===== config.mk =====
export PLATFORM = sky130hd
export DESIGN_NAME = mdc_ctrl
export DESIGN_NICKNAME = d
export VERILOG_FILES = /design/src/rtl/mdc_timer.v /design/src/rtl/mdc_ctrl.v
export VERILOG_INCLUDE_DIRS = /design/src /design/src/rtl
export SDC_FILE = /design/constraint.sdc
export NUM_CORES = 1
export LEC_CHECK = 0
export ABC_AREA = 0
export BUFFER_PORTS_ARGS = -buffer_cell sky130_fd_sc_hd__buf_2
export CORE_ASPECT_RATIO = 1.75
export CORE_MARGIN = 5
export CORE_UTILIZATION = 35
export CTS_BUF_LIST = sky130_fd_sc_hd__clkbuf_4
export DETAILED_ROUTE_END_ITERATION = 8
export PLACE_DENSITY = 0.63
export SLEW_MARGIN = 10
export SYNTH_ARGS = -nofsm -noshare
export SYNTH_HDL_FRONTEND = slang
export SYNTH_SLANG_ARGS = --single-unit

===== constraint.sdc =====
create_clock -name CLK_SYS -period 9.5 [get_ports CLK_SYS]
set_clock_uncertainty 0.15 [all_clocks]
set_input_delay 0.95 -clock CLK_SYS [delete_from_list [all_inputs] [get_ports CLK_SYS]]
set_output_delay 0.95 -clock CLK_SYS [all_outputs]
set_load 0.01 [all_outputs]

===== src/rtl/mdc_defs.vh =====
`ifndef MDC_DEFS_VH
`define MDC_DEFS_VH
// clock period in ns (50 MHz)
`define MDC_CLK_NS        20
// power-up pause and warm-up cycles
`define MDC_PWRUP_NS      100000
`define MDC_PWRUP_CYC     ((`MDC_PWRUP_NS + `MDC_CLK_NS - 1) / `MDC_CLK_NS)
`define MDC_WARMUP_CNT    8
// distributed refresh interval, longest, in ps
`define MDC_REFI_PS       15625000
`define MDC_REFI_CYC      ((`MDC_REFI_PS / 1000) / `MDC_CLK_NS)
`define MDC_ROWS          256
// margin for an access in flight when a refresh falls due
`define MDC_REF_SLACK_CYC 64
// strobe timing, least times in ns, rounded up to cycles
`define MDC_RAS_PRE_NS    90
`define MDC_RAS_PRE_CYC   ((`MDC_RAS_PRE_NS + `MDC_CLK_NS - 1) / `MDC_CLK_NS)
`define MDC_ROW_HOLD_NS   20
`define MDC_ROW_HOLD_CYC  ((`MDC_ROW_HOLD_NS + `MDC_CLK_NS - 1) / `MDC_CLK_NS)
`define MDC_CAS_NS        150
`define MDC_CAS_CYC       ((`MDC_CAS_NS + `MDC_CLK_NS - 1) / `MDC_CLK_NS)
`define MDC_PAGE_PRE_NS   35
`define MDC_PAGE_PRE_CYC  ((`MDC_PAGE_PRE_NS + `MDC_CLK_NS - 1) / `MDC_CLK_NS)
`define MDC_WP_NS         45
`define MDC_WP_CYC        ((`MDC_WP_NS + `MDC_CLK_NS - 1) / `MDC_CLK_NS)
`define MDC_RMW_EXTRA_NS  40
`define MDC_CWD_NS        (60 + `MDC_RMW_EXTRA_NS)
`define MDC_CWD_CYC       ((`MDC_CWD_NS + `MDC_CLK_NS - 1) / `MDC_CLK_NS)
`define MDC_CBR_SET_NS    10
`define MDC_CBR_SET_CYC   ((`MDC_CBR_SET_NS + `MDC_CLK_NS - 1) / `MDC_CLK_NS)
// commands
`define MDC_CMD_READ      2'h0
`define MDC_CMD_WRITE     2'h1
`define MDC_CMD_RMW       2'h2
`endif


===== src/rtl/mdc_timer.v =====
`timescale 1ns/1ns
// down counter; done is high when it has run out
module mdc_timer (
   input  wire        clk,
   input  wire        rst,
   input  wire        load,
   input  wire [17:0] value,
   output wire        done
);
   reg [17:0] cnt_ff;
   always @(posedge clk or posedge rst) begin
      if (rst) begin
         cnt_ff <= 18'h0;
      end else if (load) begin
         cnt_ff <= value;
      end else if (cnt_ff != 18'h0) begin
         cnt_ff <= cnt_ff - 18'h1;
      end
   end
   assign done = (cnt_ff == 18'h0);
endmodule // mdc_timer


===== src/rtl/mdc_ctrl.v =====
`timescale 1ns/1ns
// What this block does
// - wait 100us then eight row cycles
// - pulse column high for page precharge
// - tied enable: read then separate write
// - neither write form: output undefined
// - data timed to column or write fall
// - add 40 ns to the column-to-write delay
// - row-only refresh on low address
// - refresh one row every 717 cycles (14.34us), inside the 15.625us interval
// - distributed refresh covers all rows within 4ms
// - row half then column half
// - page accesses within open row
`include "mdc_defs.vh"
module mdc_ctrl (
   input  wire        CLK_SYS,
   input  wire        RST,
   input  wire        REQ_VALID,
   input  wire [1:0]  REQ_CMD,
   input  wire [15:0] REQ_ADDR,
   input  wire [3:0]  REQ_WDATA,
   input  wire        CBR_MODE,
   input  wire [3:0]  DQ_IN,
   output reg         REQ_READY,
   output reg         RSP_VALID,
   output reg  [3:0]  RSP_RDATA,
   output reg         INIT_DONE,
   output reg         ROW_STROBE_N,
   output reg         COL_STROBE_N,
   output reg         WRITE_STROBE_N,
   output reg         OUT_ENABLE_N,
   output reg  [7:0]  ADDR,
   output reg  [3:0]  DIN
);
   localparam S_PWRUP = 4'h0;
   localparam S_IDLE  = 4'h1;
   localparam S_RPRE  = 4'h2;
   localparam S_ROW   = 4'h3;
   localparam S_COL   = 4'h4;
   localparam S_CAS   = 4'h5;
   localparam S_WLATE = 4'h6;
   localparam S_CPRE  = 4'h7;
   localparam S_REF   = 4'h8;
   localparam S_CBR   = 4'h9;
   localparam S_WARM  = 4'ha;

   reg  [3:0]  st_ff;
   reg  [3:0]  nxt_st;
   reg  [3:0]  warm_ff;
   reg         row_open_ff;
   reg  [7:0]  open_row_ff;
   reg  [7:0]  ref_row_ff;
   reg  [1:0]  cmd_ff;
   reg  [7:0]  col_ff;
   reg  [7:0]  row_ff;
   reg  [3:0]  wd_ff;
   reg         ref_due_ff;
   reg         tm_load;
   reg  [17:0] tm_val;
   wire        tm_done;
   wire        rf_done;
   wire        rf_load;
   wire        ref_clr;
   wire        nxt_ref_due;
   reg         pend_ff;
   reg         pwr_arm_ff;
   // timing counts cut to the timer width
   localparam [31:0] C_PWRUP = `MDC_PWRUP_CYC;
   localparam [31:0] C_RPRE  = `MDC_RAS_PRE_CYC;
   localparam [31:0] C_CAS   = `MDC_CAS_CYC;
   localparam [31:0] C_CWD   = `MDC_CWD_CYC;
   localparam [31:0] C_WP    = `MDC_WP_CYC;
   localparam [31:0] C_CPRE  = `MDC_PAGE_PRE_CYC;
   localparam [31:0] C_CBR   = `MDC_CBR_SET_CYC;
   localparam [31:0] C_REFLD = `MDC_REFI_CYC - `MDC_REF_SLACK_CYC - 1;

   // one timer paces strobes, a second paces refresh
   mdc_timer u_tm (
      .clk   (CLK_SYS),
      .rst   (RST),
      .load  (tm_load),
      .value (tm_val),
      .done  (tm_done)
   );
   mdc_timer u_rf (
      .clk   (CLK_SYS),
      .rst   (RST),
      .load  (rf_load),
      .value (C_REFLD[17:0]),
      .done  (rf_done)
   );

   always @* begin
      nxt_st  = st_ff;
      tm_load = 1'b0;
      tm_val  = 18'h0;
      case (st_ff)
         S_PWRUP: begin
            // the pause is loaded once, on the first edge after reset
            if (!pwr_arm_ff) begin
               tm_load = 1'b1;
               tm_val  = C_PWRUP[17:0];
            end else if (tm_done) begin
               nxt_st  = S_RPRE;
               tm_load = 1'b1;
               tm_val  = C_RPRE[17:0];
            end
         end
         S_IDLE: begin
            if (ref_due_ff || (REQ_VALID && REQ_READY)) begin
               // close a row that is open and not the target
               if (row_open_ff && (ref_due_ff ||
                   REQ_ADDR[15:8] != open_row_ff)) begin
                  nxt_st  = S_RPRE;
                  tm_load = 1'b1;
                  tm_val  = C_RPRE[17:0];
               end else if (row_open_ff) begin
                  nxt_st = S_COL;
               end else begin
                  nxt_st = ref_due_ff ? (CBR_MODE ? S_CBR : S_REF) : S_ROW;
                  tm_load = 1'b1;
                  tm_val  = (ref_due_ff && CBR_MODE) ? C_CBR[17:0]
                                                     : C_CAS[17:0];
               end
            end
         end
         S_RPRE: begin
            // a request that missed the open row reopens from here
            if (tm_done) begin
               nxt_st  = !INIT_DONE ? S_WARM : (pend_ff ? S_ROW : S_IDLE);
               tm_load = 1'b1;
               tm_val  = C_CAS[17:0];
            end
         end
         S_WARM: begin
            if (tm_done) begin
               nxt_st  = S_RPRE;
               tm_load = 1'b1;
               tm_val  = C_RPRE[17:0];
            end
         end
         S_ROW: begin
            if (tm_done) begin
               nxt_st = S_COL;
            end
         end
         S_COL: begin
            nxt_st  = S_CAS;
            tm_load = 1'b1;
            tm_val  = (cmd_ff == `MDC_CMD_RMW) ? C_CWD[17:0] : C_CAS[17:0];
         end
         S_CAS: begin
            if (tm_done) begin
               nxt_st  = (cmd_ff == `MDC_CMD_RMW) ? S_WLATE : S_CPRE;
               tm_load = 1'b1;
               tm_val  = (cmd_ff == `MDC_CMD_RMW) ? C_WP[17:0]
                                                   : C_CPRE[17:0];
            end
         end
         S_WLATE: begin
            if (tm_done) begin
               nxt_st  = S_CPRE;
               tm_load = 1'b1;
               tm_val  = C_CPRE[17:0];
            end
         end
         S_CPRE: begin
            if (tm_done) begin
               nxt_st = S_IDLE;
            end
         end
         S_REF: begin
            if (tm_done) begin
               nxt_st  = S_RPRE;
               tm_load = 1'b1;
               tm_val  = C_RPRE[17:0];
            end
         end
         S_CBR: begin
            if (tm_done) begin
               nxt_st  = S_REF;
               tm_load = 1'b1;
               tm_val  = C_CAS[17:0];
            end
         end
         default: begin
            nxt_st = S_IDLE;
         end
      endcase
   end

   // reload as the demand is raised, so waiting behind an access does
   // not stretch the pace; the slack covers that wait
   assign rf_load     = INIT_DONE && rf_done;
   assign ref_clr     = (st_ff == S_REF) && tm_done;
   assign nxt_ref_due = rf_load || (ref_due_ff && !ref_clr);

   always @(posedge CLK_SYS or posedge RST) begin
      if (RST) begin
         st_ff          <= S_PWRUP;
         warm_ff        <= 4'h0;
         row_open_ff    <= 1'b0;
         open_row_ff    <= 8'h0;
         ref_row_ff     <= 8'h0;
         cmd_ff         <= 2'h0;
         col_ff         <= 8'h0;
         row_ff         <= 8'h0;
         wd_ff          <= 4'h0;
         pend_ff        <= 1'b0;
         ref_due_ff     <= 1'b0;
         REQ_READY      <= 1'b0;
         RSP_VALID      <= 1'b0;
         RSP_RDATA      <= 4'h0;
         INIT_DONE      <= 1'b0;
         ROW_STROBE_N   <= 1'b1;
         COL_STROBE_N   <= 1'b1;
         WRITE_STROBE_N <= 1'b1;
         OUT_ENABLE_N   <= 1'b1;
         ADDR           <= 8'h0;
         DIN            <= 4'h0;
      end else begin
         st_ff     <= nxt_st;
         RSP_VALID <= 1'b0;
         // never offer a slot that a refresh is about to take
         REQ_READY  <= (nxt_st == S_IDLE) && INIT_DONE && !nxt_ref_due;
         // refresh demand; a new demand wins over the clear
         ref_due_ff <= nxt_ref_due;
         case (st_ff)
            S_PWRUP: begin
               if (tm_done) begin
                  ROW_STROBE_N <= 1'b1;
               end
            end
            S_WARM: begin
               ROW_STROBE_N <= 1'b0;
               if (tm_done) begin
                  ROW_STROBE_N <= 1'b1;
                  warm_ff      <= warm_ff + 4'h1;
                  if (warm_ff == `MDC_WARMUP_CNT - 1) begin
                     INIT_DONE <= 1'b1;
                  end
               end
            end
            S_IDLE: begin
               if (REQ_VALID && REQ_READY) begin
                  cmd_ff <= REQ_CMD;
                  row_ff <= REQ_ADDR[15:8];
                  col_ff <= REQ_ADDR[7:0];
                  wd_ff  <= REQ_WDATA;
               end
               if (nxt_st == S_RPRE) begin
                  ROW_STROBE_N <= 1'b1;
                  row_open_ff  <= 1'b0;
                  pend_ff      <= REQ_VALID && REQ_READY;
               end else if (nxt_st == S_ROW) begin
                  ADDR         <= REQ_ADDR[15:8];
                  ROW_STROBE_N <= 1'b0;
                  row_open_ff  <= 1'b1;
                  open_row_ff  <= REQ_ADDR[15:8];
               end else if (nxt_st == S_REF) begin
                  ADDR         <= ref_row_ff;
                  ROW_STROBE_N <= 1'b0;
                  ref_row_ff   <= ref_row_ff + 8'h1;
               end else if (nxt_st == S_CBR) begin
                  COL_STROBE_N <= 1'b0;
               end
            end
            S_RPRE: begin
               if (tm_done && pend_ff) begin
                  ADDR         <= row_ff;
                  ROW_STROBE_N <= 1'b0;
                  row_open_ff  <= 1'b1;
                  open_row_ff  <= row_ff;
                  pend_ff      <= 1'b0;
               end
            end
            S_ROW: begin
               if (tm_done) begin
                  ADDR <= col_ff;
               end
            end
            S_COL: begin
               ADDR           <= col_ff;
               DIN            <= wd_ff;
               COL_STROBE_N   <= 1'b0;
               // write strobe low on the same edge as column fall gives early write
               if (cmd_ff == `MDC_CMD_WRITE) begin
                  WRITE_STROBE_N <= 1'b0;
                  OUT_ENABLE_N   <= 1'b1;
               end else begin
                  OUT_ENABLE_N <= 1'b0;
               end
            end
            S_CAS: begin
               if (tm_done) begin
                  if (cmd_ff != `MDC_CMD_WRITE) begin
                     // sample read data, valid after access time
                     RSP_RDATA <= DQ_IN;
                  end
                  if (cmd_ff == `MDC_CMD_RMW) begin
                     OUT_ENABLE_N   <= 1'b1;
                     WRITE_STROBE_N <= 1'b0;
                  end else begin
                     COL_STROBE_N   <= 1'b1;
                     WRITE_STROBE_N <= 1'b1;
                     OUT_ENABLE_N   <= 1'b1;
                     RSP_VALID      <= 1'b1;
                  end
               end
            end
            S_WLATE: begin
               if (tm_done) begin
                  WRITE_STROBE_N <= 1'b1;
                  COL_STROBE_N   <= 1'b1;
                  RSP_VALID      <= 1'b1;
               end
            end
            S_CBR: begin
               if (tm_done) begin
                  ROW_STROBE_N <= 1'b0;
               end
            end
            S_REF: begin
               if (tm_done) begin
                  ROW_STROBE_N <= 1'b1;
                  COL_STROBE_N <= 1'b1;
               end
            end
            default: begin
            end
         endcase
      end
   end
   // one-shot that loads the power-up pause after every reset
   always @(posedge CLK_SYS or posedge RST) begin
      if (RST) begin
         pwr_arm_ff <= 1'b0;
      end else begin
         pwr_arm_ff <= 1'b1;
      end
   end
endmodule // mdc_ctrl


Word-level counts from Yosys, hierarchy flattened. Index checks and enable logic that the tools add are counted.

Latch bits: 0. Output and inout bits: 23. Bits in registers: 109. Memory bits (writable): 0. Bits in read-only memories: 0. Memories kept: 0. Logic and storage cells: 189. Bits of input ports: 30.

Equality and inequality tests: 38. Shift operators: 0. Add/sub/neg operators: 4. $mul: 0. Order comparisons: 0. Bitwise logic cells: 2. Divide/modulo/power cells: 0. Reductions and logical operators: 45. Multiplexer cells: 76.

Operators with widths (number): case mux 13 bit (7 select lines) (1); 2-to-1 mux 4 bit (19); 2-to-1 mux 18 bit (4); 2-to-1 mux 8 bit (7); case mux 4 bit (10 select lines) (1); logical NOT 18 bit (2); nonzero test 18 bit (2); subtractor 18 x 1 -> 18 bit (second input constant) (2); case mux 8 bit (4 select lines) (1); 2-to-1 mux 1 bit (29); inequality test 2 bit (second input constant) (13); == test 4 x 3 -> 1 bit (second input constant) (5); == test 4 bit (second input constant) (5); == test 4 x 2 -> 1 bit (second input constant) (4); case mux 8 bit (2 select lines) (1); 2-to-1 mux 13 bit (1); AND reduction 3 bit (4); AND reduction 4 bit (3); AND reduction 5 bit (2); logical AND 1 bit (9); adder 8 x 1 -> 8 bit (second input constant) (1); == test 4 x 1 -> 1 bit (second input constant) (2); inequality test 8 bit (1); case mux 1 bit (2 select lines) (4); other kinds (23) (42).

Longest topological paths before layout.
Depth after elaboration: 12. Gate-level depth with buffers: 13. Mapped depth without buffers: 10.

Hierarchy. A second synthesis with hierarchy kept.

Cells, all modules: 585. Area, all modules: 6120.9 sq um.

By module, submodules not included: mdc_ctrl (seq. area each 1831.8 sq um, area each 3871.2 sq um, times used 1, cells an instance 358); mdc_timer at u_tm (seq. area each 450.4 sq um, area each 1137.3 sq um, times used 1, cells an instance 114); mdc_timer at u_rf (seq. area each 450.4 sq um, area each 1112.3 sq um, times used 1, cells an instance 113).

Least setup slack after synthesis. No wires, ideal clock.

Path kind: input port to flip-flop. Start: in REQ_ADDR[10]. End: reg ADDR[0]. Data arrival time: 3.174 ns. Setup slack: 6.097 ns. Stages on the path: 8. Path buffers: 0. Path through: xor2_1 > or3_1 > nor3_1 > a211o_1 > o311ai_4 > or3b_4 > a311oi_4 > mux2i_1.

Cells in the longest elaborated chain, start to end: 10.

Ends and longest elaborated chain: start: declaration (RTL line mdc_ctrl.v:20) `input wire [15:0] REQ_ADDR,`; inequality test 8 bit * (RTL line mdc_ctrl.v:113) `REQ_ADDR[15:8] != open_row_ff)) begin`; logical OR 1 bit * (RTL line mdc_ctrl.v:112) `if (row_open_ff && (ref_due_ff ||`; logical AND 1 bit * (RTL line mdc_ctrl.v:112); 2-to-1 mux 4 bit * (RTL line mdc_ctrl.v:112); 2-to-1 mux 4 bit * (RTL line mdc_ctrl.v:110) `if (ref_due_ff || (REQ_VALID && REQ_READY)) begin`; case mux 4 bit (10 select lines) * (RTL line mdc_ctrl.v:97) `case (st_ff)`; == test 4 x 2 -> 1 bit (RTL line mdc_ctrl.v:255) `end else if (nxt_st == S_ROW) begin`; 2-to-1 mux 8 bit (RTL line mdc_ctrl.v:255); 2-to-1 mux 8 bit (RTL line mdc_ctrl.v:251) `if (nxt_st == S_RPRE) begin`; case mux 8 bit (4 select lines) (RTL line mdc_ctrl.v:228) `case (st_ff)`; end signal: assignment (RTL line mdc_ctrl.v:256) `ADDR <= REQ_ADDR[15:8];`; end signal: assignment (RTL line mdc_ctrl.v:261) `ADDR <= ref_row_ff;`; end signal: assignment (RTL line mdc_ctrl.v:270) `ADDR <= row_ff;`; end: declaration (RTL line mdc_ctrl.v:32) `output reg [7:0] ADDR,`.

Mark *: on every way between the ends. The rest lies on a longest branch, timed or not. The select of a mux whose other input is x is not followed. A chain may end at the register's enable or synchronous reset.

Worst setup path after layout.
Start: reg u_tm.cnt_ff[0]. End: reg ADDR[1].

Cells in the longest elaborated chain, start to end: 8.

Ends and longest elaborated chain: start: declaration (RTL line mdc_timer.v:10) `reg [17:0] cnt_ff;`; start signal: assignment (RTL line mdc_timer.v:15) `cnt_ff <= value;`; start signal: assignment (RTL line mdc_timer.v:17) `cnt_ff <= cnt_ff - 18'h1;`; logical NOT 18 bit * (RTL line mdc_timer.v:20) `assign done = (cnt_ff == 18'h0);`; 2-to-1 mux 4 bit (RTL line mdc_ctrl.v:103, mdc_ctrl.v:136, mdc_ctrl.v:173); 2-to-1 mux 4 bit (RTL line mdc_ctrl.v:100) `if (!pwr_arm_ff) begin`; case mux 4 bit (10 select lines) (RTL line mdc_ctrl.v:97); == test 4 x 2 -> 1 bit (RTL line mdc_ctrl.v:255); 2-to-1 mux 8 bit (RTL line mdc_ctrl.v:255); 2-to-1 mux 8 bit (RTL line mdc_ctrl.v:251); case mux 8 bit (4 select lines) (RTL line mdc_ctrl.v:228).

Marked as above.

==> results.tsv <==
stage	metric	value	unit
status	status	completed	
sta	slew_violations	0	
synthesis	synth.net_count	629	
placed_design	dp_hpwl	10900	um
clock_tree	postCtsSetupRepairBufs	0	
finish	instances_no_fill	861	
power	p_per_area	112	nW/um^2
sta	tns	0	ns
routing	wl	14600	um
synthesis	yosys_warnings	0	
power	p_leak	3.02	nW
finish	nFillCells	1658	
synthesis	synthDistinctLibCells	68	
floorplanning	io_pins	53	
sta	setup_viol	0	
synthesis	async_reset_ff_share	100	%
placed_design	place_inst	844	
routing	vias	4664	
routing	via_per_inst	5.42	
routing	dr.pass1.iters	5	
synthesis	synth_most_common_cell	dfrtp_1	
routing	topRoutingLayerUsed	met4	
synthesis	yosys-top-cells-count	105 x dfrtp_1, 71 x nand2_1, 59 x nor2_1	
clock_tree	htree_levels	3	
job	drv_cap	0	
routing	wl_per_cell	16.9	um
placed_design	postPlaceCellArea	6260	um^2
floorplanning	start_util	35.5	%
sta	min_period	4.05	ns
floorplanning	design.core.area	16400	um^2
clock_tree	cts_tree	yes	
min_path	hold_path.class	register to register	
synthesis	synth.cell_area	5810	um^2
synthesis	synth_ff_type	dfrtp_1	
synthesis	ys_ff_latch	109	
synthesis	synth_top_area_share	45.2	%
worst_setup_path	cp_max_fo	11	
floorplanning	die_w	107	um
synthesis	synth_enable_flop_cells	0	
synthesis	synthTopCellsByArea	dfrtp_1 45%, mux2_2 5.8%, nand2_1 4.6%	
finish	drive_gt1_share	20.1	%
global_routing	grt_start_max_net_pins	58	
routing	wl_met1	5460	um
routing	dr_wl_met2	8200	um
synthesis	seq_area_frac_synth	47.0	%
power	irDropWorstVdd	71.6	uV
sta	worstMarginPinSlew	1.19	ns
sta	hold_violations	0	
routing	drt_iter0_markers	428	
routing	wl_met3	512	um
global_routing	grt_pass1_vias	4725	
finish	syn_to_final_growth	9.83	%
worst_setup_path	cp-start-kind	register	
global_routing	grt_pass1_wl	24100	um
synthesis	synth_top_area_cell	dfrtp_1	
placed_design	gp_congestion	0.872	
synthesis	syn_avg_cell_area	9.77	um^2
routing	ant_nets	0	
placed_design	dpl_worst_slack	5.50	ns
floorplanning	fp.dieH	181	um
sta	setup_ws	5.45	ns
sta	max_freq	247	MHz
worst_setup_path	worstPathRequired	9.78	ns
floorplanning	rows	62	
global_routing	grt.overflow.total	0	
sta	holdWs	0.334	ns
clock_tree	cts_inserted_buffers	9	
worst_setup_path	cp_data_arrival_time	4.33	ns
clock_tree	holdBufCountCts	0	
clock_tree	cts-root-buf	clkbuf_4	
global_routing	antenna_found_initial	1	
worst_setup_path	setup.worst_path.class	register to register	
synthesis	syn-instance-count	595	
sta	maxSlewHeadroom	20.9	%
sta	fin_crit_sh	42.7	%
clock_tree	clkSlewWorstSetupHoldPaths	0.18	ns
sta	rsz0062_at_grt	false	
floorplanning	die-area	19400	um^2
routing	drc	0	
worst_setup_path	critPathCaptureType	register	
placed_design	portBuffers	52	
finish	nets	665	
clock_tree	clock-sinks	109	
clock_tree	cts_resized	0	
clock_tree	cts_max_path_buffers	2	
finish	final_area	6390	um^2
global_routing	grtUsageTotal	15.3	%
clock_tree	worst_skew_pair.late_latency	0.50	ns
metrics by stage:
step	utilization, %	power [mW]
after global routing	39.0	0.744
after global placement	38.2	0.497
after floorplan	-	0.485
after CTS	39.0	0.721
final	39.0	0.713
after detailed placement	38.2	0.498
registers in the layout, indices dropped and copies added (netlist names), 2 cells and up:
signal       flops
ADDR             8
DIN              4
RSP_RDATA        4
cmd_ff           2
col_ff           8
open_row_ff      8
ref_row_ff       8
row_ff           8
st_ff            4
u_rf.cnt_ff     18
u_tm.cnt_ff     18
warm_ff          4
wd_ff            4
worst max-delay path, cell delays in order (launching register included):
cell      delay, ns
dfrtp_1        0.44
inv_1          0.08
ha_1           0.20
nor3b_1        0.30
nand4_2        0.33
o31ai_1        0.34
a21oi_1        0.12
nor3b_1        0.88
nand3_1        0.25
a311oi_4       0.64
mux2i_1        0.27
path summary, 6_finish.rpt:
path                            startpoint              end  slack [ns]  cells past startpoint
max reg2reg                 u_tm.cnt_ff[0]          ADDR[1]        5.45                     10
max in group asynchronous              RST        row_ff[4]        7.65                      3
max                         u_tm.cnt_ff[0]          ADDR[1]        5.45                     10
min                        u_rf.cnt_ff[11]  u_rf.cnt_ff[11]        0.33                      1
min reg2reg                u_rf.cnt_ff[11]  u_rf.cnt_ff[11]        0.33                      1
min in group asynchronous              RST   u_rf.cnt_ff[4]        0.37                      2
cells by family (layout without fill, tap and decap cells):
family,count (synthesis),after routing,share of synthesized area [%]
DFF,109,109,47.0
xor gates and xnor gates,41,41,6.18
AOI/OAI and AO/OA,113,113,13.8
buffers and inverters,51,92,3.51
other,1,2,0.0645
and+or+nand+nor,234,234,20.7
adders and majority gates,4,4,0.861
muxes,42,42,7.88
power breakdown:
| group | leakage, nW | internal (mW) | switching, mW | total (mW) |
|---|---|---|---|---|
| Combinational | 1.50 | 0.00752 | 0.0152 | 0.0227 |
| Clock | 0.0737 | 0.0617 | 0.163 | 0.224 |
| Sequential | 1.44 | 0.465 | 0.000796 | 0.466 |
layer usage:
metal,global-route usage (%),up-vias
li1,-,2187
met1,16.8,2317
met2,28.9,125
met3,2.44,35
met4,5.81,0
met5,0,-
cell type report:
class	instances	area (um^2)	area share (%)
flip-flops and latches	109	2730	42.8
clock inverters	6	51.3	0.803
clock buffers	10	75.1	1.18
repair buffers	55	283	4.43
multi-input cells	435	2880	45.1
well taps	224	280	4.39
inverters	21	81.3	1.27
diodes	1	2.50	0.0392
placed cells by master (no fill, tap or decap), drive strengths merged, types with 5 or more instances in the layout:
cell / n
dfrtp: 105
nand2: 71
nor2: 61
buf: 55
a21oi: 30
mux2: 30
xnor2: 27
inv: 25
a31oi: 19
nor3: 16
o21ai: 16
xor2: 14
nand3: 12
mux2i: 12
or3: 11
nand2b: 11
a311oi: 11
clkbuf: 10
nor4: 10
a22o: 9
nand4: 9
and3: 7
or4: 5
No activity file was read; power rests on OpenSTA's default activity.
